[src/core/vtsd_pkg.sv]
package vtsd_pkg;
  // magnitude and threshold width
  localparam int MAG_W = 16;
  // percent setting width
  localparam int PCT_W = 7;
  // threshold setting limits and defaults
  localparam logic [6:0] UTHR_MIN = 7'h0a;
  localparam logic [6:0] UTHR_MAX = 7'h64;
  localparam logic [6:0] UTHR_DEF = 7'h3c;
  localparam logic [6:0] ITHR_MIN = 7'h02;
  localparam logic [6:0] ITHR_MAX = 7'h64;
  localparam logic [6:0] ITHR_DEF = 7'h0a;
  // mode codes
  localparam logic [1:0] MODE_ZERO = 2'h0;
  localparam logic [1:0] MODE_NEG = 2'h1;
  localparam logic [1:0] MODE_SPECIAL = 2'h2;
  // timing in milliseconds
  localparam int ARM_MS = 200;
  localparam int FAIL_MS = 4;
  localparam int CLEAR_MS = 200;
  localparam int LATCH_MS = 100;
  // tick counter width
  localparam int CNT_W = 16;
  // default tick period in microseconds
  localparam int TICK_US_DEF = 1000;
  // supervision states
  typedef enum logic [1:0] {
    VTSD_IDLE,
    VTSD_ARMED,
    VTSD_FAIL,
    VTSD_LATCHED
  } vtsd_state_t;
endpackage : vtsd_pkg

[src/core/vtsd_line_state.sv]
`timescale 1ns/1ps
module vtsd_line_state (
  // clock and reset
  input wire logic clk,
  input wire logic rst_n,
  // sample enable
  input wire logic tick,
  // control
  input wire logic enable,
  input wire logic [vtsd_pkg::PCT_W-1:0] u_pct,
  input wire logic [vtsd_pkg::PCT_W-1:0] i_pct,
  // magnitudes, percent of nominal scaled by 256
  input wire logic [3*vtsd_pkg::MAG_W-1:0] u_mag,
  input wire logic [3*vtsd_pkg::MAG_W-1:0] i_mag,
  // level outputs
  output logic [2:0] u_start,
  output logic [2:0] i_start,
  output logic dead,
  output logic live
);
  import vtsd_pkg::*;

  // percent setting to magnitude scale
  function automatic logic [MAG_W-1:0] pct_thr(input logic [PCT_W-1:0] p);
    pct_thr = {1'b0, p, 8'h00};
  endfunction : pct_thr

  wire logic [MAG_W-1:0] u_thr = pct_thr(u_pct);
  wire logic [MAG_W-1:0] i_thr = pct_thr(i_pct);
  logic [2:0] u_above;
  logic [2:0] u_below;
  logic [2:0] i_above;
  logic [2:0] i_below;

  // per-phase comparisons
  always_comb begin
    for (int k = 0; k < 3; k++) begin
      u_above[k] = u_mag[k*MAG_W +: MAG_W] > u_thr;
      u_below[k] = u_mag[k*MAG_W +: MAG_W] < u_thr;
      i_above[k] = i_mag[k*MAG_W +: MAG_W] > i_thr;
      i_below[k] = i_mag[k*MAG_W +: MAG_W] < i_thr;
    end
  end

  // registered level flags, cleared when disabled
  always_ff @(posedge clk or negedge rst_n) begin
    if (!rst_n) begin
      u_start <= 3'h0;
      i_start <= 3'h0;
      dead <= 1'b0;
      live <= 1'b0;
    end else if (!enable) begin
      u_start <= 3'h0;
      i_start <= 3'h0;
      dead <= 1'b0;
      live <= 1'b0;
    end else if (tick) begin
      u_start <= u_above;
      i_start <= i_above;
      dead <= (&u_below) & (&i_below);
      live <= &u_above;
    end
  end
endmodule : vtsd_line_state

[src/core/vtsd_top.sv]
`timescale 1ns/1ps
module vtsd_top #(
  parameter int TICK_US = vtsd_pkg::TICK_US_DEF
) (
  // clock and reset
  input wire logic clk,
  input wire logic reset_n,
  // sample-rate enable from the front end
  input wire logic sample_tick,
  // settings
  input wire logic operation_on,
  input wire logic line_state_block_in,
  input wire logic [vtsd_pkg::PCT_W-1:0] voltage_thr_pct,
  input wire logic [vtsd_pkg::PCT_W-1:0] current_thr_pct,
  input wire logic [1:0] detect_mode,
  input wire logic [vtsd_pkg::MAG_W-1:0] seq_u_thr,
  input wire logic [vtsd_pkg::MAG_W-1:0] seq_i_thr,
  // phase magnitudes, three phases packed, phase 1 low
  input wire logic [3*vtsd_pkg::MAG_W-1:0] phase_u_mag,
  input wire logic [3*vtsd_pkg::MAG_W-1:0] phase_i_mag,
  // sequence magnitudes
  input wire logic [vtsd_pkg::MAG_W-1:0] resid_u_mag,
  input wire logic [vtsd_pkg::MAG_W-1:0] resid_i_mag,
  input wire logic [vtsd_pkg::MAG_W-1:0] neg_u_mag,
  input wire logic [vtsd_pkg::MAG_W-1:0] neg_i_mag,
  // line state outputs
  output logic phase1_voltage_start,
  output logic phase2_voltage_start,
  output logic phase3_voltage_start,
  output logic phase1_current_start,
  output logic phase2_current_start,
  output logic phase3_current_start,
  output logic line_deenergized_flag,
  output logic line_energized_flag,
  // supervision outputs
  output logic vt_fail,
  output logic vt_armed
);
  import vtsd_pkg::*;

  // ms to ticks, rounded up, at least one
  function automatic logic [CNT_W-1:0] ms_ticks(input int ms);
    int t;
    t = (ms * 1000 + TICK_US - 1) / TICK_US;
    if (t < 1) t = 1;
    ms_ticks = t[CNT_W-1:0];
  endfunction : ms_ticks

  localparam logic [CNT_W-1:0] ARM_TICKS = ms_ticks(ARM_MS);
  localparam logic [CNT_W-1:0] FAIL_TICKS = ms_ticks(FAIL_MS);
  localparam logic [CNT_W-1:0] CLEAR_TICKS = ms_ticks(CLEAR_MS);
  localparam logic [CNT_W-1:0] LATCH_TICKS = ms_ticks(LATCH_MS);

  // reset synchroniser
  logic rst_s1_reg;
  logic rst_n_reg;
  always_ff @(posedge clk or negedge reset_n) begin
    if (!reset_n) begin
      rst_s1_reg <= 1'b0;
      rst_n_reg <= 1'b0;
    end else begin
      rst_s1_reg <= 1'b1;
      rst_n_reg <= rst_s1_reg;
    end
  end

  // settings clamped to their legal range
  wire logic [PCT_W-1:0] u_pct = (voltage_thr_pct < UTHR_MIN) ? UTHR_MIN :
                                 (voltage_thr_pct > UTHR_MAX) ? UTHR_MAX : voltage_thr_pct;
  wire logic [PCT_W-1:0] i_pct = (current_thr_pct < ITHR_MIN) ? ITHR_MIN :
                                 (current_thr_pct > ITHR_MAX) ? ITHR_MAX : current_thr_pct;

  // detector runs only when on and not blocked
  wire logic det_enable = operation_on & ~line_state_block_in;

  logic [2:0] u_start;
  logic [2:0] i_start;
  logic dead;
  logic live;

  // line-state detector
  vtsd_line_state u_line (
    .clk(clk),
    .rst_n(rst_n_reg),
    .tick(sample_tick),
    .enable(det_enable),
    .u_pct(u_pct),
    .i_pct(i_pct),
    .u_mag(phase_u_mag),
    .i_mag(phase_i_mag),
    .u_start(u_start),
    .i_start(i_start),
    .dead(dead),
    .live(live)
  );

  // failure condition per mode
  wire logic ru_hi = resid_u_mag > seq_u_thr;
  wire logic ri_lo = resid_i_mag < seq_i_thr;
  wire logic nu_hi = neg_u_mag > seq_u_thr;
  wire logic ni_lo = neg_i_mag < seq_i_thr;
  wire logic cond_zero = ru_hi & ri_lo;
  wire logic cond_neg = nu_hi & ni_lo;
  wire logic cond_spec = ru_hi & ri_lo & ni_lo;
  // mode held stable by the controller; unused code gives no failure
  wire logic fail_cond = (detect_mode == MODE_ZERO) ? cond_zero :
                         (detect_mode == MODE_NEG) ? cond_neg :
                         (detect_mode == MODE_SPECIAL) ? cond_spec : 1'b0;

  // supervision registers
  vtsd_state_t state_reg, state_next;
  logic [CNT_W-1:0] live_cnt_reg, live_cnt_next; // live duration
  logic [CNT_W-1:0] cond_cnt_reg, cond_cnt_next; // condition duration
  logic [CNT_W-1:0] clr_cnt_reg, clr_cnt_next; // reset delay
  logic [CNT_W-1:0] on_cnt_reg, on_cnt_next; // fail on-time
  logic dead_d_reg;

  wire logic dead_rise = dead & ~dead_d_reg;
  wire logic armed_now = live_cnt_reg >= ARM_TICKS;
  wire logic held_long = on_cnt_reg >= LATCH_TICKS;

  // next-state logic, advancing on sample ticks
  always_comb begin
    state_next = state_reg;
    live_cnt_next = live_cnt_reg;
    cond_cnt_next = cond_cnt_reg;
    clr_cnt_next = clr_cnt_reg;
    on_cnt_next = on_cnt_reg;
    if (!det_enable) begin
      // supervision off while detector inactive
      state_next = VTSD_IDLE;
      live_cnt_next = '0;
      cond_cnt_next = '0;
      clr_cnt_next = '0;
      on_cnt_next = '0;
    end else if (sample_tick) begin
      // live qualification, saturating
      if (!live) live_cnt_next = '0;
      else if (!armed_now) live_cnt_next = live_cnt_reg + 1'b1;
      // condition qualification
      if (!fail_cond) cond_cnt_next = '0;
      else if (cond_cnt_reg < FAIL_TICKS) cond_cnt_next = cond_cnt_reg + 1'b1;
      case (state_reg)
        VTSD_IDLE: begin
          if (armed_now && !dead) state_next = VTSD_ARMED;
        end
        VTSD_ARMED: begin
          if (dead) state_next = VTSD_IDLE;
          else if (fail_cond && cond_cnt_reg + 1'b1 >= FAIL_TICKS) begin
            state_next = VTSD_FAIL;
            on_cnt_next = '0;
            clr_cnt_next = '0;
          end
        end
        VTSD_FAIL: begin
          if (!held_long) on_cnt_next = on_cnt_reg + 1'b1;
          if (dead_rise) begin
            // latch or drop depending on on-time
            state_next = held_long ? VTSD_LATCHED : VTSD_IDLE;
          end else if (!fail_cond && live) begin
            clr_cnt_next = clr_cnt_reg + 1'b1;
            if (clr_cnt_reg + 1'b1 >= CLEAR_TICKS) state_next = VTSD_ARMED;
          end else begin
            clr_cnt_next = '0;
          end
        end
        VTSD_LATCHED: begin
          // held through dead time and reclosing; resets on clean live line
          if (!dead && live && !fail_cond) begin
            clr_cnt_next = clr_cnt_reg + 1'b1;
            if (clr_cnt_reg + 1'b1 >= CLEAR_TICKS) state_next = VTSD_ARMED;
          end else begin
            clr_cnt_next = '0;
          end
        end
        default: state_next = VTSD_IDLE;
      endcase
    end
  end

  // state registers
  always_ff @(posedge clk or negedge rst_n_reg) begin
    if (!rst_n_reg) begin
      state_reg <= VTSD_IDLE;
      live_cnt_reg <= '0;
      cond_cnt_reg <= '0;
      clr_cnt_reg <= '0;
      on_cnt_reg <= '0;
      dead_d_reg <= 1'b0;
    end else begin
      state_reg <= state_next;
      live_cnt_reg <= live_cnt_next;
      cond_cnt_reg <= cond_cnt_next;
      clr_cnt_reg <= clr_cnt_next;
      on_cnt_reg <= on_cnt_next;
      if (sample_tick || !det_enable) dead_d_reg <= dead;
    end
  end

  // registered level outputs, no event pulses
  always_ff @(posedge clk or negedge rst_n_reg) begin
    if (!rst_n_reg) begin
      {phase3_voltage_start, phase2_voltage_start, phase1_voltage_start} <= 3'h0;
      {phase3_current_start, phase2_current_start, phase1_current_start} <= 3'h0;
      line_deenergized_flag <= 1'b0;
      line_energized_flag <= 1'b0;
      vt_fail <= 1'b0;
      vt_armed <= 1'b0;
    end else begin
      {phase3_voltage_start, phase2_voltage_start, phase1_voltage_start} <= u_start;
      {phase3_current_start, phase2_current_start, phase1_current_start} <= i_start;
      line_deenergized_flag <= dead;
      line_energized_flag <= live;
      vt_fail <= (state_next == VTSD_FAIL) || (state_next == VTSD_LATCHED);
      vt_armed <= state_next == VTSD_ARMED;
    end
  end
endmodule : vtsd_top

[config.mk]
export PLATFORM = sky130hd
export DESIGN_NAME = vtsd_top
export DESIGN_NICKNAME = d
export VERILOG_FILES = /design/src/core/vtsd_pkg.sv /design/src/core/vtsd_line_state.sv /design/src/core/vtsd_top.sv
export SDC_FILE = /design/constraint.sdc
export NUM_CORES = 1
export LEC_CHECK = 0
export ABC_CLOCK_PERIOD_IN_PS = 7600
export BUFFER_PORTS_ARGS = -buffer_cell sky130_fd_sc_hd__buf_2
export CAP_MARGIN = 5
export CORE_MARGIN = 8
export CORE_UTILIZATION = 57
export CTS_CLUSTER_SIZE = 12
export DETAILED_ROUTE_END_ITERATION = 16
export GPL_TIMING_DRIVEN = 0
export PLACE_DENSITY_LB_ADDON = 0.08
export SLEW_MARGIN = 20
export SYNTH_ARGS = -nofsm -noshare
export SYNTH_HDL_FRONTEND = slang
export SYNTH_SLANG_ARGS = --single-unit
[constraint.sdc]
create_clock -name clk -period 7.6 [get_ports clk]
set_input_delay 1.52 -clock clk [delete_from_list [all_inputs] [get_ports clk]]
set_output_delay 1.52 -clock clk [all_outputs]
set_load 0.01 [all_outputs]
==> out/results.txt <==
The initial antenna violation count was 0. For this run, global-route usage on met2 was measured as 40.6%. Path type of the worst setup path: in2reg.

The clock period could shrink to 4.29 ns. The run gives 7.03% as the met3 usage in global routing. At the pin with the least slew margin, the transition time is 0.954 ns. The first global-routing pass estimated 32800 um of wire. Initial standard-cell utilization of the core: 57.8%.

The final layout contains routed wiring with a total length of 19700 um. CTS built an H-tree with a depth of 3. The maximum root-to-sink buffer count is 2.

Cell type with the highest occurrence count on the critical path: sky130_fd_sc_hd__o21ai_0. In this run, CTS created clock tree buffers numbering 9. The logs give 1.21 mW for the total power and 0 for the final number of max-transition violations. The aggregate global-route resource usage was 24.1%. Before antenna repair, the detailed router went through 5 iterations.

The initial DRC count is 365, and the y dimension of the die is 128 um. For the net count of the finished layout, the log shows 1394. The biggest area contributor in the post-synthesis netlist is sky130_fd_sc_hd__dfrtp_1. The run gives 16100 um as the estimated wirelength of the detail-placed design. The number of setup buffers added after CTS is 0. Data on the critical path is required at its endpoint by 7.87 ns. On the final layout, the worst clock skew is 0.00982 ns. The die is 128 um wide. The total number of vias came out at 7096. The via count of the first global-routing pass is 7257, and the worst slew margin relative to its limit is 35.7%.

The largest single stage delay on the critical path is 0.68 ns. The fraction of registers with async set or reset after synthesis came out at 100%. Counting every net in the synthesized netlist gives 1161. Dividing the detail-routed via count by the number of cells gives 5.70.

In the routed design, unresolved DRC markers number 0. The die covers 0.0165 mm2. At the end of routability-driven placement, the weighted congestion stood at 0.910. The setup-violating endpoint count in the final report was 0.

Summed over all cells, the static leakage comes to 4.47 nW. Summing the sequential cell areas from Yosys gives 29.9% of the chip area. The logs give 0 ns for the final total negative setup slack and 0.108 mV for the maximum VDD drop. The cell type of the slowest stage on the worst timing path was sky130_fd_sc_hd__a2111oi_0. In this run the clock root is driven by a sky130_fd_sc_hd__clkbuf_16.

The run gives 29.0% as the global-route met1 utilization. The number of hold violations in the final report came out at 0. The critical path endpoint category was a flop. The data arrival time of the worst path was 4.55 ns. After synthesis, the cell types taking the most area are sky130_fd_sc_hd__dfrtp_1 30%, sky130_fd_sc_hd__ha_1 19%, sky130_fd_sc_hd__nor2_1 3.8%.

The total standard cell area after synthesis is 0.00720 mm2, and the final clock period utilization by the worst path is 56.4%. Derived from the worst setup path, the maximum achievable clock frequency is 233 MHz. Number of fillers in the final layout: 1057.

TritonCTS built the clock tree. The average footprint of a synthesized cell works out to 8.60 um2. The largest fanout on the critical path is 4, and the pin count of the biggest net entering global routing is 54. Synthesis handed over a netlist of 837 instances.

The number of flip-flops and latches in the synthesized netlist is 86. The number of routed nets with antenna violations was 0. 223 I/O pins were placed.

Residual overflow from global routing: 0. The worst hold-check path type was reg2async. After synthesis, the largest area contributor takes up 29.9% of total cell area. For the clock sink count, the log shows 86. Of the cells placed in the final design, the portion with a size suffix greater than 1 is 24.9%. Number of buffers added on ports: 221.

The number of max-cap violations came out at 0. The startpoint type of the worst setup path was a primary input. In the final routed layout, each cell accounts on average for 15.8 um.

The run finished with clean final reports. The register clock-pin slew on the reported worst setup and hold paths works out to 0.06 ns. The count of cell types in the netlist was 82. For this design, the CTS-stage hold fixing added 0 buffers. In this run, synthesis inferred 0 flip-flops with an integrated enable. The area growth from synthesis to layout was 23.5%. Walking the worst path, the cells encountered are buf_2, o21ai_0, nor4b_1, a21oi_1, ha_1, nor2b_1, o21a_1, o21ai_0, a21oi_1, a2111oi_0, and2_1, nand4_1, o21ai_0. For this run, the leading register cell type out of synthesis is sky130_fd_sc_hd__dfrtp_1. Yosys printed 0 warnings. The power per cell area came out at 136 mW/mm2. Placeable core area: 0.0125 mm2. Gates resized during post-CTS repair numbered 0. Cells fill 71.3% of the core in the end.

The repair_antennas step left the layout with diodes totalling 0. The floorplan has 41 rows. Setup repair after global routing left no endpoint under its margin. In this run the most used layer during global routing was met2.

For the worst-skew pair, the clock arrives at the later sink with an insertion delay of 0.34 ns.
[area by class of cell]
class	count	area [um2]	share of cell area, %
Buffer	20	103	1.15
Clock buffer	11	243	2.73
Clock inverter	4	95.1	1.07
Inverter	73	274	3.08
Multi-Input combinational cell	658	4670	52.6
Sequential cell	86	2160	24.2
Tap cell	172	215	2.42
Timing Repair Buffer	222	1130	12.7
[through the flow]
step | instances | setup slack, ns | cell area [um2] | hold WS, ns
2_1_floorplan | 837 | 3.68 | 7200 | 0.331
3_3_place_gp | 1230 | 3.01 | 8520 | 0.333
3_5_place_dp | 1231 | 2.95 | 8550 | 0.283
4_1_cts | 1246 | 3.30 | 8890 | 0.285
5_1_grt | 1246 | 3.04 | 8890 | 0.317
6_report | 1246 | 3.31 | 8890 | 0.273
[final timing paths]
kind | startpoint | end | slack (ns) | cells past startpoint
max in group asynchronous | reset_n | rst_n_reg$_DFF_PN0_ | 6.53 | 1
min reg2reg | rst_n_reg$_DFF_PN0_ | live_cnt_reg[13]$_DFFE_PN0P_ | 0.27 | 0
min in group clk | rst_s1_reg$_DFF_PN0_ | rst_n_reg$_DFF_PN0_ | 0.35 | 0
max reg2reg | clr_cnt_reg[0]$_DFFE_PN0P_ | vt_armed$_DFF_PN0_ | 4.54 | 9
min | rst_n_reg$_DFF_PN0_ | live_cnt_reg[13]$_DFFE_PN0P_ | 0.27 | 0
max | voltage_thr_pct[2] | u_line.dead$_DFFE_PN0P_ | 3.31 | 13
[cells by family after synthesis]
| kind of cell | after synthesis | synth area share, % |
|---|---|---|
| simple gates | 327 | 23.7 |
| compound gates | 203 | 19.8 |
| fa+ha+maj | 111 | 19.3 |
| buf+inv | 93 | 5.23 |
| flops | 86 | 29.9 |
| mux | 9 | 1.27 |
| xor+xnor | 7 | 0.851 |
| other cells | 1 | 0.0521 |
[cells in the mapped netlist (9+ instances only)]
| library cell | instances |
|---|---|
| sky130_fd_sc_hd__a21o_1 | 12 |
| sky130_fd_sc_hd__a21oi_1 | 47 |
| sky130_fd_sc_hd__a22oi_1 | 9 |
| sky130_fd_sc_hd__a31oi_1 | 9 |
| sky130_fd_sc_hd__and3_1 | 17 |
| sky130_fd_sc_hd__dfrtp_1 | 86 |
| sky130_fd_sc_hd__ha_1 | 111 |
| sky130_fd_sc_hd__inv_1 | 72 |
| sky130_fd_sc_hd__nand2_1 | 64 |
| sky130_fd_sc_hd__nand2b_1 | 10 |
| sky130_fd_sc_hd__nand3_1 | 42 |
| sky130_fd_sc_hd__nand4_1 | 27 |
| sky130_fd_sc_hd__nor2_1 | 73 |
| sky130_fd_sc_hd__nor2b_1 | 25 |
| sky130_fd_sc_hd__nor3_1 | 13 |
| sky130_fd_sc_hd__nor4_1 | 15 |
| sky130_fd_sc_hd__o21a_1 | 19 |
| sky130_fd_sc_hd__o21ai_0 | 39 |
| sky130_fd_sc_hd__or4_1 | 9 |
[cells in the final DEF (no fill, tap or decap), drive strengths merged, types with 28 or more instances in the layout]
master    n
inv      72
nand3    42
nand2    65
a21oi    47
ha      111
o21ai    45
dfrtp    86
buf     233
nor2     73
nand4    28
[critical path, delay by kind of cell]
| kind | cells | cell delay [ns] |
|---|---|---|
| compound gates | 7 | 1.61 |
| fa+ha+maj | 1 | 0.34 |
| buf+inv | 1 | 0.11 |
| simple gates | 4 | 0.98 |
[power breakdown]
group	switching (mW)	internal (mW)	leakage [nW]
clock	0.175	0.328	0.166
combinational	0.125	0.115	3.12
sequential	0.00548	0.462	1.19
total	0.306	0.905	4.47
[routing by layer]
metal / up-vias / routed length [um]
li1: 3547 / -
met1: 3232 / 8650
met2: 293 / 8910
met3: 24 / 1870
met4: 0 / 298
met5: - / 0
No activity file was read; power rests on OpenSTA's default activity.
